--- config.mk ---
export PLATFORM = sky130hd
export DESIGN_NAME = ssam_top
export DESIGN_NICKNAME = d
export VERILOG_FILES = /design/src/hw/ssam_pkg.sv /design/src/hw/ssam_fifo.sv /design/src/hw/ssam_top.sv
export VERILOG_INCLUDE_DIRS = /design/src /design/src/hw
export SDC_FILE = /design/constraint.sdc
export NUM_CORES = 1
export LEC_CHECK = 0
export ABC_AREA = 0
export BUFFER_PORTS_ARGS = -buffer_cell sky130_fd_sc_hd__buf_2
export CAP_MARGIN = 20
export CORE_ASPECT_RATIO = 2
export CORE_MARGIN = 2
export CORE_UTILIZATION = 61
export DETAILED_ROUTE_END_ITERATION = 12
export PLACE_DENSITY = 0.76
export SKIP_CTS_REPAIR_TIMING = 1
export SLEW_MARGIN = 20
export SYNTH_ARGS = -nofsm -noshare
export SYNTH_HDL_FRONTEND = slang
export SYNTH_SLANG_ARGS = --single-unit
export TNS_END_PERCENT = 100
--- constraint.sdc ---
create_clock -name i_clock -period 3.1 [get_ports i_clock]
set_clock_uncertainty 0.15 [all_clocks]
set_input_delay 0 -clock i_clock [delete_from_list [all_inputs] [get_ports i_clock]]
set_output_delay 0 -clock i_clock [all_outputs]
set_load 0.05 [all_outputs]
--- src/hw/ssam_cfg.svh ---
// Constants for the serial converter control block: timing counts and field positions.
`ifndef SSAM_CFG_SVH
`define SSAM_CFG_SVH
`define SSAM_CLK_MHZ          100
`define SSAM_HOLD_OFF_NS      1000
`define SSAM_HOLD_OFF_CYC     ((`SSAM_HOLD_OFF_NS * `SSAM_CLK_MHZ + 999) / 1000)
`define SSAM_RESULT_BITS      8
`define SSAM_FIFO_DEPTH       16
`define SSAM_ADDR_SGL_BIT     3
`define SSAM_ADDR_POL_BIT     2
`define SSAM_ADDR_SEL1_BIT    1
`define SSAM_ADDR_SEL0_BIT    0
`endif

--- src/hw/ssam_pkg.sv ---
// Types for the serial converter control block.
package ssam_pkg;
  // Serial sequence phases, one-hot.
  typedef enum logic [6:0] {
    SSAM_IDLE   = 7'h01,
    SSAM_ADDR   = 7'h02,
    SSAM_SAMPLE = 7'h04,
    SSAM_CONV   = 7'h08,
    SSAM_LSB    = 7'h10,
    SSAM_HOLD   = 7'h20,
    SSAM_LOW    = 7'h40
  } ssam_state_t;
endpackage

--- src/hw/ssam_fifo.sv ---
// Small synchronous FIFO that buffers finished conversion results.
module ssam_fifo #(
  parameter int WIDTH = 8,
  parameter int DEPTH = 16
) (
  input  wire logic             i_clock,
  input  wire logic             i_rst_n,
  input  wire logic             i_valid,
  output logic                  o_ready,
  input  wire logic [WIDTH-1:0] i_data,
  output logic                  o_valid,
  input  wire logic             i_ready,
  output logic      [WIDTH-1:0] o_data
);
  localparam int AW = $clog2(DEPTH);
  // Refuse depths that the wrapping pointers cannot serve, at elaboration.
  if (DEPTH < 2 || (DEPTH & (DEPTH - 1)) != 0) begin : g_bad_depth
    $error("FIFO depth must be a power of two");
  end
  logic [WIDTH-1:0] mem_r [DEPTH];   // Storage array.
  logic [AW:0]      wr_r;            // Write pointer with wrap bit.
  logic [AW:0]      rd_r;            // Read pointer with wrap bit.
  wire              full  = (wr_r[AW] != rd_r[AW]) && (wr_r[AW-1:0] == rd_r[AW-1:0]);
  wire              empty = (wr_r == rd_r);
  wire              push  = i_valid && !full;
  wire              pop   = i_ready && !empty;
  assign o_ready = !full;
  assign o_valid = !empty;
  assign o_data  = mem_r[rd_r[AW-1:0]];
  // Pointers move on accepted transfers only, so a stalled reader fills the queue.
  always_ff @(posedge i_clock) begin
    if (!i_rst_n) begin
      wr_r <= '0;
      rd_r <= '0;
    end else begin
      if (push) wr_r <= wr_r + 1'b1;
      if (pop)  rd_r <= rd_r + 1'b1;
    end
  end
  // Storage write needs no reset.
  always_ff @(posedge i_clock) begin
    if (push) mem_r[wr_r[AW-1:0]] <= i_data;
  end
endmodule

--- src/hw/ssam_top.sv ---
// Control and serial interface of an 8-bit successive approximation converter with input multiplexer.
`include "ssam_cfg.svh"
// Overview of operation
// - Falling select starts sequence, awaiting start bit.
// - Each rising clock shifts serial_in into address.
// - First one is start bit; zeros ignored.
// - Address word of 3 or 4 bits follows.
// - Half clock sampling interval after the address word.
// - Raise conversion_active, then ignore serial_in.
// - Output leaves high impedance with leading zero.
// - Bit is one when input exceeds trial.
// - Results driven on falling edge, MSB first.
// - Eight periods; active drops half cycle later.
// - Approximation register copied into output shifter.
// - Shift enable high holds LSB; low shifts.
// - Without shift enable, LSB stream follows automatically.
// - After bits, output low until select rises.
// - Single channel variant: MSB only, hold last.
// - Registers clear after select high hold-off time.
// - Input sampled only while output high impedance.
// - Eight channel pair mode: pair and polarity.
// - Four channel variant: one select plus polarity.
// - Each conversion may use a new configuration.
// - Result is an 8-bit code of 256.
// - Eight channel single mode uses shared minus.
// - Positive below negative gives all zeros.
module ssam_top
  import ssam_pkg::*;
#(
  parameter int CHANNELS   = 8,                    // 1, 4 or 8 analog channels.
  parameter bit HAS_SHIFT_EN = 1'b1,               // Shift enable input present.
  parameter int HOLD_OFF_CYC = `SSAM_HOLD_OFF_CYC  // Select hold-off in system clocks.
) (
  input  wire logic       i_clock,            // System clock, 100 MHz.
  input  wire logic       i_rst_n,            // Synchronous reset, active low.
  input  wire logic       i_select_n,         // Chip select from host, active low.
  input  wire logic       i_serial_clk,       // Serial clock level from host, sampled.
  input  wire logic       i_serial_in,        // Serial address input.
  input  wire logic       i_lsb_shift_enable, // Holds LSB while high.
  input  wire logic       i_compare,          // Comparator: input above trial level.
  input  wire logic       i_below_negative,   // Positive input below negative input.
  output logic [7:0]      o_trial_code,       // Trial code for the internal divider.
  output logic [7:0]      o_channel_pos,      // One-hot positive input select.
  output logic [8:0]      o_channel_neg,      // One-hot negative select, bit 8 is the shared minus.
  output logic            o_sample,           // Track/hold sampling strobe.
  output logic            o_conversion_active,// Conversion in progress.
  output logic            o_serial_out,       // Serial output data.
  output logic            o_serial_out_en,    // Serial output enable.
  output logic            o_result_valid,     // Buffered result available.
  input  wire logic       i_result_ready,     // Buffered result taken.
  output logic [7:0]      o_result            // Buffered result.
);
  localparam int ABITS = (CHANNELS == 8) ? 4 : (CHANNELS == 4) ? 3 : 0;  // Address word length.
  // Refuse configurations the sequencer cannot serve, at elaboration.
  if (CHANNELS != 1 && CHANNELS != 4 && CHANNELS != 8) begin : g_bad_channels
    $error("CHANNELS must be 1, 4 or 8");
  end
  if (HOLD_OFF_CYC < 1) begin : g_bad_hold_off
    $error("HOLD_OFF_CYC must be at least one");
  end

  ssam_state_t state_r;        // Sequence phase.
  ssam_state_t state_nxt;      // Next phase.
  logic        sclk_r;         // Serial clock seen last cycle.
  logic [3:0]  addr_r;         // Address shift register.
  logic [2:0]  addr_cnt_r;     // Address bits still expected.
  logic [7:0]  sar_r;          // Approximation register.
  logic [7:0]  shift_r;        // LSB-first output shifter.
  logic [3:0]  bit_cnt_r;      // Comparison or output bit counter.
  logic        out_r;          // Serial output data flop.
  logic        out_en_r;       // Serial output enable flop.
  logic        active_r;       // Conversion active flop.
  logic        neg_r;          // Negative-over-positive latched at sampling.
  logic [31:0] hold_cnt_r;     // Select-high hold-off counter.
  logic        push_r;         // One-cycle push of a finished result.
  logic [7:0]  pos_r;          // Positive channel select.
  logic [8:0]  negsel_r;       // Negative channel select.

  // Edge detection on the sampled serial clock; inputs are synchronous already.
  wire rise    = i_serial_clk && !sclk_r;
  wire fall    = !i_serial_clk && sclk_r;
  wire sel_on  = !i_select_n;
  wire cleared = (hold_cnt_r >= HOLD_OFF_CYC);
  wire [7:0] trial_bit = 8'h80 >> bit_cnt_r[2:0];
  wire [7:0] sar_keep  = neg_r ? 8'h00 : (sar_r | (i_compare ? trial_bit : 8'h00));
  // Address decode for the channel selects.
  wire       a_sgl = addr_r[`SSAM_ADDR_SGL_BIT];
  wire       a_pol = addr_r[`SSAM_ADDR_POL_BIT];
  wire [1:0] a_sel = {addr_r[`SSAM_ADDR_SEL1_BIT], addr_r[`SSAM_ADDR_SEL0_BIT]};
  wire [2:0] ch8   = {a_sel, a_pol};                      // 2*select+polarity
  wire [2:0] pr8   = {a_sel, !a_pol};                     // Partner of the pair.
  wire [2:0] ch4   = {1'b0, addr_r[0], addr_r[1]};        // Four-channel: 2*select+polarity
  wire [2:0] pr4   = {1'b0, addr_r[0], !addr_r[1]};       // Partner of the four-channel pair.
  wire       s4    = addr_r[2];
  wire [2:0] p_idx = (CHANNELS == 8) ? ch8 : (CHANNELS == 4) ? ch4 : 3'h0;
  wire [2:0] n_idx = (CHANNELS == 8) ? pr8 : (CHANNELS == 4) ? pr4 : 3'h1;
  wire       to_common = (CHANNELS == 8) ? a_sgl : (CHANNELS == 4) ? s4 : 1'b0;

  // Phase sequencing.
  always_comb begin
    state_nxt = state_r;
    case (state_r)
      SSAM_IDLE: begin
        if (sel_on) state_nxt = SSAM_ADDR;
      end
      SSAM_ADDR: begin
        if (rise && (addr_cnt_r == 3'h0) && (i_serial_in || (ABITS == 0))) begin
          state_nxt = (ABITS == 0) ? SSAM_SAMPLE : SSAM_ADDR;
        end
        if (rise && (addr_cnt_r == 3'h1)) state_nxt = SSAM_SAMPLE;
      end
      SSAM_SAMPLE: begin
        if (fall) state_nxt = SSAM_CONV;
      end
      SSAM_CONV: begin
        if (fall && bit_cnt_r == 4'd8) begin
          if (CHANNELS == 1) state_nxt = SSAM_HOLD;
          else               state_nxt = SSAM_LSB;
        end
      end
      SSAM_LSB: begin
        if (fall && bit_cnt_r == 4'd7 && !(HAS_SHIFT_EN && i_lsb_shift_enable)) state_nxt = SSAM_LOW;
      end
      SSAM_HOLD, SSAM_LOW: state_nxt = state_r;
      default: state_nxt = SSAM_IDLE;
    endcase
    if (!sel_on) state_nxt = SSAM_IDLE;
  end

  // Phase register and serial clock history.
  always_ff @(posedge i_clock) begin
    if (!i_rst_n) begin
      state_r <= SSAM_IDLE;
      sclk_r  <= 1'b1;  // Idle clock level is high, so no false rise follows reset.
    end else begin
      state_r <= state_nxt;
      sclk_r  <= i_serial_clk;
    end
  end

  // Select-high hold-off timer; counts only while select is high, and saturates.
  always_ff @(posedge i_clock) begin
    if (!i_rst_n || sel_on) hold_cnt_r <= '0;
    else if (!cleared)      hold_cnt_r <= hold_cnt_r + 32'd1;
  end

  // Address capture: input is looked at only in the address phase.
  // A start bit that arrives before hold-off elapses still counts, since the host owns that timing.
  always_ff @(posedge i_clock) begin
    if (!i_rst_n || (!sel_on && cleared)) begin
      addr_r     <= 4'h0;
      addr_cnt_r <= 3'h0;
    end else if (state_r == SSAM_ADDR && rise) begin
      if (addr_cnt_r == 3'h0) begin
        if (i_serial_in) addr_cnt_r <= 3'(ABITS);          // Start bit found.
      end else begin
        addr_r     <= {addr_r[2:0], i_serial_in};
        addr_cnt_r <= addr_cnt_r - 3'h1;
      end
    end else if (state_r == SSAM_IDLE) begin
      addr_cnt_r <= 3'h0;
    end
  end

  // Channel selects are latched at sampling so each conversion uses its own word.
  always_ff @(posedge i_clock) begin
    if (!i_rst_n || (!sel_on && cleared)) begin
      pos_r    <= 8'h00;
      negsel_r <= 9'h000;
      neg_r    <= 1'b0;
    end else if (state_r == SSAM_SAMPLE && fall) begin
      pos_r    <= 8'h01 << p_idx;
      negsel_r <= to_common ? 9'h100 : (9'h001 << n_idx);
      neg_r    <= i_below_negative;
    end
  end

  // Comparison and output shifting, all on serial clock falling edges.
  always_ff @(posedge i_clock) begin
    if (!i_rst_n || (!sel_on && cleared)) begin
      sar_r     <= 8'h00;
      shift_r   <= 8'h00;
      bit_cnt_r <= 4'h0;
      out_r     <= 1'b0;
      push_r    <= 1'b0;
    end else begin
      push_r <= 1'b0;
      if (fall) begin
        case (state_r)
          SSAM_SAMPLE: begin
            out_r     <= 1'b0;                              // Leading zero
            bit_cnt_r <= 4'h0;
            sar_r     <= 8'h00;
          end
          SSAM_CONV: begin
            if (bit_cnt_r < 4'd8) begin
              sar_r     <= sar_keep;
              out_r     <= !neg_r && i_compare;
              bit_cnt_r <= bit_cnt_r + 4'h1;
            end else begin
              shift_r   <= sar_r;
              push_r    <= 1'b1;
              bit_cnt_r <= 4'h0;
              out_r     <= sar_r[0];                        // LSB is the last MSB bit too.
            end
          end
          SSAM_LSB: begin
            if (!(HAS_SHIFT_EN && i_lsb_shift_enable)) begin
              shift_r   <= {1'b0, shift_r[7:1]};
              out_r     <= shift_r[1];
              bit_cnt_r <= bit_cnt_r + 4'h1;
            end
          end
          SSAM_LOW: out_r <= 1'b0;
          default: out_r <= out_r;                          // Hold keeps last bit
        endcase
      end
    end
  end

  // Output enable and conversion-active flag; active falls half a period after completion.
  always_ff @(posedge i_clock) begin
    if (!i_rst_n || !sel_on) begin
      out_en_r <= 1'b0;
      active_r <= 1'b0;
    end else begin
      if (state_r == SSAM_SAMPLE && fall) begin
        out_en_r <= 1'b1;
        active_r <= 1'b1;
      end
      if (state_r == SSAM_CONV && bit_cnt_r == 4'd8 && rise) active_r <= 1'b0;
    end
  end

  // Result queue lets the local side read results at its own pace; a full queue drops nothing
  // on the serial side, it simply refuses the push, which the local reader must avoid.
  ssam_fifo #(
    .WIDTH (`SSAM_RESULT_BITS),
    .DEPTH (`SSAM_FIFO_DEPTH)
  ) u_fifo (
    .i_clock (i_clock),
    .i_rst_n (i_rst_n),
    .i_valid (push_r),
    .o_ready (),
    .i_data  (shift_r),
    .o_valid (o_result_valid),
    .i_ready (i_result_ready),
    .o_data  (o_result)
  );

  assign o_trial_code        = sar_r | trial_bit;
  assign o_channel_pos       = pos_r;
  assign o_channel_neg       = negsel_r;
  assign o_sample            = (state_r == SSAM_SAMPLE);
  assign o_conversion_active = active_r;
  assign o_serial_out        = out_r;
  assign o_serial_out_en     = out_en_r;
endmodule

==> results of run 1 <==
## cell usage in the layout, fill, tap and decap left out, drive strengths merged, types with 5 or more instances in the layout
| master | netlist | final |
|---|---|---|
| nand3 | 10 | 10 |
| dlygate4sd3 | 0 | 8 |
| clkbuf | 22 | 20 |
| ha | 14 | 14 |
| nor2 | 56 | 56 |
| a31oi | 6 | 6 |
| dfxtp | 102 | 102 |
| a21oi | 38 | 38 |
| mux4 | 40 | 40 |
| buf | 15 | 53 |
| clkinv | 0 | 6 |
| nand2b | 11 | 11 |
| o21ai | 12 | 12 |
| edfxtp | 128 | 128 |
| inv | 11 | 15 |
| mux2i | 5 | 5 |
| and2 | 12 | 12 |
| xnor2 | 13 | 13 |
| and3 | 28 | 28 |
| nand4 | 5 | 5 |
| nor4 | 16 | 16 |
| nor3 | 28 | 28 |
| a311oi | 8 | 8 |
| nand2 | 43 | 43 |
| nor2b | 8 | 8 |
| a21o | 5 | 5 |
## worst min path at each step
stage,start,endpoint,slack (ps),cells past startpoint
floorplan,i_serial_clk,sclk_r,-50,1
CTS,i_serial_clk,sclk_r,-420,2
global placement,i_serial_clk,sclk_r,80,2
finish,i_rst_n,u_fifo.wr_r[3],-50,3
global route,i_rst_n,flip-flop,-5,2
detailed placement,i_serial_clk,sclk_r,80,2
## synth_stat cells, types with 3 or more instances
master / number
dfxtp_1: 102
clkbuf_1: 21
o21ai_1: 3
a31o_2: 3
nor4_1: 14
and2_1: 12
edfxtp_1: 128
nor2_1: 56
o21ai_0: 9
inv_1: 11
mux2i_1: 5
a21oi_1: 38
o21a_1: 3
nand3b_1: 3
or2_2: 3
a21o_1: 5
nand3_1: 10
buf_2: 9
nand2b_1: 11
nor2b_1: 8
a311oi_1: 8
mux4_2: 40
nand4_1: 5
or3_1: 3
and3_1: 28
a31oi_1: 6
xnor2_1: 13
buf_1: 4
nand2_1: 42
nor3_1: 27
ha_1: 14
## metrics by stage
stage | power, mW | worst slack (ps)
final | 5.60 | 197
after global routing | 5.76 | 90.3
after CTS | 5.63 | 149
after detailed placement | 3.32 | 591
after global placement | 3.32 | 649
after floorplan | 3.30 | 848
## state kept, by name, indices dropped and copies added, names as in the netlist, named ones only
name	cells
sclk_r	1
push_r	1
u_fifo.rd_r	5
neg_r	1
sar_r	8
u_fifo.mem_r	128
addr_cnt_r	3
hold_cnt_r	32
addr_r	4
state_r	6
shift_r	8
o_channel_neg	9
u_fifo.wr_r	5
o_channel_pos	8
o_serial_out	1
o_serial_out_en	1
bit_cnt_r	4
o_conversion_active	1
## cell families (layout without fill, tap and decap cells)
logic type / after synthesis / in the layout / synth area share [%]
AOI/OAI and AO/OA: 96 / 96 / 7.10
xor gates and xnor gates: 14 / 14 / 1.33
adders and majority gates: 14 / 14 / 1.90
buffers and inverters: 48 / 106 / 2.25
DFF: 230 / 230 / 63.9
muxes: 46 / 46 / 10.4
and+or+nand+nor: 232 / 232 / 13.1
## worst max-delay path, stage by stage (launching register included)
cell     delay, ps
dfxtp_2        720
buf_12         270
mux4_2         560
mux4_2         470
buf_2          220
## power by group through the flow
stage / Clock, mW / Sequential (mW) / Combinational (mW)
after global placement: 0 / 3.26 / 0.0617
after global routing: 2.49 / 3.19 / 0.0796
after floorplan: 0 / 3.26 / 0.0446
final: 2.34 / 3.19 / 0.0726
after detailed placement: 0 / 3.26 / 0.0641
after CTS: 2.38 / 3.19 / 0.0643
## cell type report
| cell class | instances | area share (%) |
|---|---|---|
| clock buffer | 20 | 4.75 |
| sequential | 230 | 57.1 |
| tap | 195 | 2.37 |
| clock inverter | 14 | 1.23 |
| multi-input combinational | 402 | 30.5 |
| inverter | 11 | 0.401 |
| timing repair buffer | 61 | 3.64 |
## routing by layer
layer	vias up	share of wire, %
met4	0	3.1
met5	-	0
met2	178	59
met1	2857	34
li1	2652	-
met3	46	3.4
==> flow_summary_export.csv, run 1 <==
group,metric,value,unit
layout,area_growth,11.8,%
logic_synthesis,synth_area_leaders,"edfxtp_1 42%, dfxtp_1 22%, mux4_2 9.8%",
logic_synthesis,syn_area_per_cell,13.6,sq um
worst_setup_path,timing.critical_path.arrival,2750,ps
layout,antennaDiodeCount,0,
worst_setup_path,reg2reg_from,"u_fifo.wr_r[2]",
sta,fin_setup_tns,0,ps
floorplan,dieArea,16200,sq um
sta,setup_viol,0,
pwr,p_clk_share,41.7,%
layout,regArea,5890,sq um
floorplan,die_x,90.9,um
logic_synthesis,ys.flop_type,"edfxtp_1",
sta,max_freq,344,MHz
layout,drive_above_1_share,19.9,%
global_route,grt_max_degree,43,
worst_setup_path,crit_required,2950,ps
pwr,power.switching,1.12,mW
logic_synthesis,yosysUniqueCellTypes,62,
clock_network,clock_latency,490,ps
logic_synthesis,synth_cells,680,
logic_synthesis,syn_area,9220,sq um
sta,rsz0062_at_grt,"no",
hold_path,hold_path_class,"input pin to flip-flop",
floorplan,core,14800,sq um
logic_synthesis,ys_ff_latch,230,
clock_network,numCtsBuffers,19,
logic_synthesis,synth_edf_count,128,
routing,drtAntennaViolNets,0,
pwr,seqPwrFrac,57.0,%
sta,fin_crit_sh,93.7,%
worst_setup_path,cp-start-kind,"flip-flop",
logic_synthesis,synthArstFlopShare,0,%
worst_setup_path,endpoint_kind,"output pin",
layout,fill_cells,1047,
worst_setup_path,rr_endpoint,"u_fifo.mem_r[5][1]",
logic_synthesis,ys_warn_count,0,
worst_setup_path,rr_worst_depth,5,
logic_synthesis,yosysTopAreaCell,"edfxtp_1",
layout,post-route-util,69.5,%
floorplan,ios,47,
global_route,use_met2,51.3,%
sta,finalCriticalPeriod,2900,ps
worst_setup_path,critPathMaxFanout,17,
place,dpl_cell_area,9600,sq um
layout,final_cells,933,
clock_network,cts_sinks,230,
worst_setup_path,cp-endpoint,"o_result[0]",
routing,avgRoutedWirePerCell,21.2,um
sta,worst_pin_slew,945,ps
clock_network,cts_max_path_buffers,3,
clock_network,cts_tree,"yes",
routing,totalWireLength,19800,um
floorplan,start_util,62.2,%
worst_setup_path,r2r_slack,520,ps
status,run_status,"finished, violations left",
pwr,power.share.combinational,1.3,%
place,hpwl,14100,um
pwr,peakVddDrop,0.000468,V
status,violations,"negative hold slack",
routing,first_pass_iters,5,
global_route,track_usage,24.9,%
logic_synthesis,synth_fp_nets,703,
floorplan,fp-row-count,63,
place,io_buffers,46,
logic_synthesis,ys_seq_area_share,63.9,%
pwr,p_per_area,543,nW/um^2
layout,final_area,10300,sq um
global_route,grt_pass1_vias,5934,
routing,drc_errors,0,
sta,final-hold-violation-count,30,
worst_setup_path,crit_type,"flip-flop to output pin",
global_route,grt_pass1_wl,31300,um
sta,maxSlewViolCount,0,
global_route,antenna_found_initial,0,
place,place_congestion,0.899,
clock_network,htree_levels,1,
layout,multi_input_area,3140,sq um
global_route,overflow,0,
global_route,top_usage_layer,"met2",
clock_network,root_buffer,"clkbuf_16",
sta,whs,-48.0,ps
routing,via_per_inst,6.14,
logic_synthesis,synth_top_area_share,41.7,%
floorplan,die_y,178,um
sta,relSlewSlack,36.7,%
global_route,use_met1,25.3,%
pwr,swShare,20.1,%
global_route,gr-usage-met3,2.63,%
clock_network,path_clk_slew,70,ps
routing,drt-initial-drc-count,352,
layout,fin_nets,748,
place,dp_cells,891,
routing,vias,5733,
flow_run,max_cap_violations,0,
pwr,internal_power,4.47,mW
pwr,p_leak,3.90,nW
(Power assumes the default switching activity.)
==> inputs of run 2 (changes only) <==
Settings changed: CAP_MARGIN 20 to 0, REMOVE_ABC_BUFFERS set to 1, SETUP_SLACK_MARGIN set to 0.4.
==> run 2 against run 1 <==
  * The run now ends clean
  * Setup slack improved by 380 ps
  * Sequential share of layout area decreased by 0.48 points
  * Combinational power about the same
  * Sequential power about the same
  * Routed wire length increased by 2.1%
  * Critical endpoint is now u_fifo.mem_r[4][6]
  * Largest cell class unchanged
==> flow_summary_export.csv, run 2 (synthesized netlist as in run 1, its figures left out) <==
group,metric,value,unit
sta,whs,168,ps
routing,vias,5725,
sta,worst_pin_slew,813,ps
global_route,grt_pass1_wl,31700,um
sta,fin_setup_tns,0,ps
pwr,power.switching,1.05,mW
floorplan,core,14800,sq um
sta,fin_crit_sh,81.3,%
clock_network,cts_max_path_buffers,3,
layout,largest_reg_flops,128,
sta,fin_ws,580,ps
sta,max_freq,397,MHz
routing,drt-initial-drc-count,341,
layout,antennaDiodeCount,0,
clock_network,cts_tree,"yes",
global_route,grt_pass1_vias,5914,
status,run_status,"completed",
global_route,track_usage,25.7,%
worst_setup_path,crit_required,3050,ps
floorplan,die_x,90.9,um
hold_path,hold_path_class,"input pin to flip-flop",
pwr,p_per_area,546,nW/um^2
global_route,antenna_found_initial,0,
sta,finalCriticalPeriod,2520,ps
routing,via_per_inst,6.07,
place,dp_worst_setup_slack,638,ps
routing,drtAntennaViolNets,0,
flow_run,max_cap_violations,0,
worst_setup_path,critPathMaxFanout,10,
layout,fin_nets,759,
worst_setup_path,cp-start-kind,"flip-flop",
layout,area_growth,12.8,%
sta,final-hold-violation-count,0,
routing,avgRoutedWirePerCell,21.5,um
worst_setup_path,crit_type,"flip-flop to flip-flop",
clock_network,cts_sinks,230,
routing,first_pass_iters,5,
layout,fill_cells,1040,
clock_network,clock_latency,470,ps
clock_network,numCtsBuffers,19,
floorplan,die_y,178,um
worst_setup_path,timing.critical_path.arrival,2470,ps
global_route,overflow,0,
clock_network,htree_levels,1,
sta,relSlewSlack,45.6,%
sta,rsz0062_at_grt,"no",
floorplan,dieArea,16200,sq um
pwr,internal_power,4.62,mW
layout,final_cell_mix,"128 x edfxtp_1, 101 x dfxtp_1, 56 x nor2_1",
place,io_buffers,46,
floorplan,ios,47,
place,hpwl,14300,um
clock_network,path_clk_slew,70,ps
floorplan,fp-row-count,63,
pwr,p_clk_share,42.5,%
layout,final_common_cell,"edfxtp_1",
pwr,p_leak,3.96,nW
layout,drive_above_1_share,20.2,%
global_route,grt_max_degree,43,
routing,totalWireLength,20200,um
worst_setup_path,endpoint_kind,"flip-flop",
clock_network,root_buffer,"clkbuf_16",
sta,setup_viol,0,
pwr,power.share.combinational,1.3,%
pwr,peakVddDrop,0.000577,V
pwr,seqPwrFrac,56.2,%
place,place_congestion,0.896,
sta,maxSlewViolCount,0,
routing,drc_errors,0,
floorplan,start_util,62.2,%
pwr,swShare,18.5,%
run 2: power groups by stage:
stage / sequential [mW] / clock, mW / combinational, mW
2_1_floorplan: 3.26 / 0 / 0.0330
3_3_place_gp: 3.26 / 0 / 0.0603
3_5_place_dp: 3.26 / 0 / 0.0629
4_1_cts: 3.19 / 2.45 / 0.0635
5_1_grt: 3.19 / 2.56 / 0.0794
6_report: 3.19 / 2.41 / 0.0723
run 2: worst paths after layout:
kind / slack [ps] / depth (start not counted) / from / endpoint
max: 580 / 5 / u_fifo.wr_r[2] / u_fifo.mem_r[4][6]
min: 170 / 4 / i_below_negative / neg_r
max reg2reg: 580 / 5 / u_fifo.wr_r[2] / u_fifo.mem_r[4][6]
min reg2reg: 310 / 2 / o_channel_pos[1] / o_channel_pos[1]
run 2: per-stage QoR:
| stage | util, % | total power, mW | instance area, sq um | cells |
|---|---|---|---|---|
| 3_5_place_dp | 64.9 | 3.32 | 9610 | 894 |
| 5_1_grt | 70.2 | 5.83 | 10400 | 943 |
| 4_1_cts | 69.1 | 5.71 | 10200 | 927 |
| 6_report | 70.2 | 5.67 | 10400 | 943 |
| 3_3_place_gp | 64.9 | 3.32 | 9610 | 894 |
| 2_1_floorplan | - | 3.29 | 9050 | 643 |
run 2: area by class of cell:
type,instances,area [sq um],share of cell area (%)
multi-input combinational,402,3140,30.2
clock buffer,24,504,4.85
sequential,230,5890,56.6
tap,195,244,2.35
timing repair buffer,72,455,4.38
inverter,11,41.3,0.397
clock inverter,9,126,1.22
run 2: routing by layer:
| metal | up-vias | GRT usage, % | share of wire (%) |
|---|---|---|---|
| met1 | 2841 | 24.1 | 32 |
| met2 | 166 | 52.2 | 59 |
| li1 | 2666 | - | - |
| met5 | - | 0 | 0 |
| met4 | 0 | 12.8 | 5.3 |
| met3 | 52 | 3.52 | 4.2 |
run 2: worst max-delay path, cell delays in order (launching register included):
cell	delay (ps)
dfxtp_1	520
xnor2_1	120
nand4_1	220
o21a_1	300
nand2_1	180
nor2_1	650
==> inputs of run 3 (changes only) <==
Clock period 3.1 ns to 2.65 ns, I/O delays scaled along.
==> run 3 against run 2 <==
  * Global-route usage is 1.0 points lower
  * Critical path depth stayed put
  * Clock-buffer cell count is 2 lower
  * Die area stayed put
  * Setup slack worse by 430 ps
  * Sequential power is 17% higher
  * Worst hold slack better by 0.78 ps
  * Via count is 2.1% higher
  * Critical path type is now flip-flop to output pin
  * Critical endpoint is now o_result[0]
  * Highest routed layer unchanged
==> flow_summary_export.csv, run 3 (synthesized netlist as in run 1, its figures left out) <==
group,metric,value,unit
clock_network,cts_sinks,230,
global_route,grt_pass1_wl,31000,um
clock_network,cts_max_path_buffers,3,
routing,via_per_inst,6.03,
sta,maxSlewViolCount,0,
hold_path,hold_path_class,"input pin to flip-flop",
worst_setup_path,rr_worst_depth,5,
layout,largest_reg_flops,128,
sta,final-hold-violation-count,0,
worst_setup_path,rr_endpoint,"u_fifo.mem_r[1][3]",
worst_setup_path,r2r_slack,480,ps
layout,final_area,10800,sq um
sta,setup_viol,0,
layout,area_growth,16.8,%
floorplan,core,14800,sq um
pwr,peakVddDrop,0.000640,V
sta,relSlewSlack,52.1,%
sta,finalCriticalPeriod,2500,ps
clock_network,numCtsBuffers,19,
routing,vias,5847,
pwr,p_clk_share,43.6,%
layout,fill_cells,1029,
pwr,p_leak,4.14,nW
pwr,internal_power,5.50,mW
global_route,antenna_found_initial,0,
global_route,overflow,0,
routing,drc_errors,0,
global_route,track_usage,24.7,%
sta,fin_setup_tns,0,ps
clock_network,cts_tree,"yes",
routing,totalWireLength,20600,um
sta,rsz0062_at_grt,"yes",
place,dpl_cell_area,9730,sq um
routing,drtAntennaViolNets,0,
sta,max_freq,400,MHz
pwr,power.share.combinational,1.3,%
floorplan,dieArea,16200,sq um
clock_network,path_clk_slew,70,ps
flow_run,max_cap_violations,0,
worst_setup_path,critPathMaxFanout,5,
floorplan,die_y,178,um
worst_setup_path,timing.critical_path.arrival,2350,ps
worst_setup_path,cp-endpoint,"o_result[0]",
layout,fin_nets,785,
clock_network,root_buffer,"clkbuf_16",
worst_setup_path,crit_type,"flip-flop to output pin",
clock_network,clock_latency,490,ps
worst_setup_path,cp-start-kind,"flip-flop",
layout,post-route-util,72.6,%
place,hpwl,13500,um
worst_setup_path,reg2reg_from,"u_fifo.wr_r[4]",
layout,regArea,5890,sq um
layout,multi_input_area,3150,sq um
worst_setup_path,endpoint_kind,"output pin",
sta,worst_pin_slew,709,ps
layout,antennaDiodeCount,0,
layout,final_cell_mix,"128 x edfxtp_1, 101 x dfxtp_1, 52 x nor2_1",
place,place_congestion,0.868,
status,run_status,"completed",
pwr,swShare,18.8,%
sta,fin_crit_sh,94.4,%
pwr,p_per_area,629,nW/um^2
global_route,grt_max_degree,48,
floorplan,die_x,90.9,um
pwr,power.switching,1.27,mW
routing,first_pass_iters,5,
routing,avgRoutedWirePerCell,21.3,um
clock_network,htree_levels,1,
floorplan,fp-row-count,63,
place,io_buffers,46,
floorplan,start_util,62.2,%
worst_setup_path,crit_required,2500,ps
pwr,seqPwrFrac,55.1,%
floorplan,ios,47,
layout,final_common_cell,"edfxtp_1",
routing,drt-initial-drc-count,348,
layout,drive_above_1_share,23.4,%
global_route,grt_pass1_vias,5851,
-- run 3: changes by cell type in the layout (fill, tap and decap cells not counted), sizes merged --
cell      change
clkinvlp      -3
clkinv        +5
buf          +24
inv           -1
bufinv        +1
-- run 3: cell type report --
cell class | count | share of cell area (%)
Multi-Input combinational cell | 402 | 29.3
Sequential cell | 230 | 54.7
Inverter | 11 | 0.384
Clock inverter | 11 | 1.45
Timing Repair Buffer | 98 | 7.28
Clock buffer | 22 | 4.61
Tap cell | 195 | 2.27
-- run 3: per-layer routing --
metal | track usage (%) | wire length, um
met5 | 0 | 0
met1 | 25.4 | 6720
met2 | 49.5 | 12100
met4 | 9.60 | 954
met3 | 2.85 | 823
-- run 3: power groups by stage --
stage	combinational, mW	clock [mW]	sequential [mW]
after floorplan	0.0386	0	3.81
after global placement	0.0703	0	3.81
after detailed placement	0.0740	0	3.81
after CTS	0.0744	2.98	3.73
after global routing	0.0971	3.12	3.73
final	0.0892	2.95	3.73
-- run 3: worst min-delay path by stage --
stage,cells after the start,start,endpoint
after global routing,4,i_below_negative,neg_r
after CTS,2,i_serial_clk,sclk_r
after detailed placement,2,i_serial_clk,sclk_r
after global placement,2,i_serial_clk,sclk_r
after floorplan,1,i_rst_n,sclk_r
final,4,i_below_negative,neg_r
-- run 3: through the flow --
stage / hold WS [ps] / std cells / power (mW) / setup WS, ps
2_1_floorplan: -77.0 / 643 / 3.85 / -431
3_3_place_gp: 74.2 / 906 / 3.88 / 499
3_5_place_dp: 79.0 / 906 / 3.89 / 333
5_1_grt: 193 / 969 / 6.95 / 97.5
4_1_cts: -427 / 939 / 6.79 / -18.6
6_report: 169 / 969 / 6.77 / 149
-- run 3: worst max-delay path, stage by stage, from the launching register on --
cell,delay (ps)
dfxtp_4,380
buf_12,120
clkbuf_16,150
mux4_2,510
mux4_2,540
buf_6,180
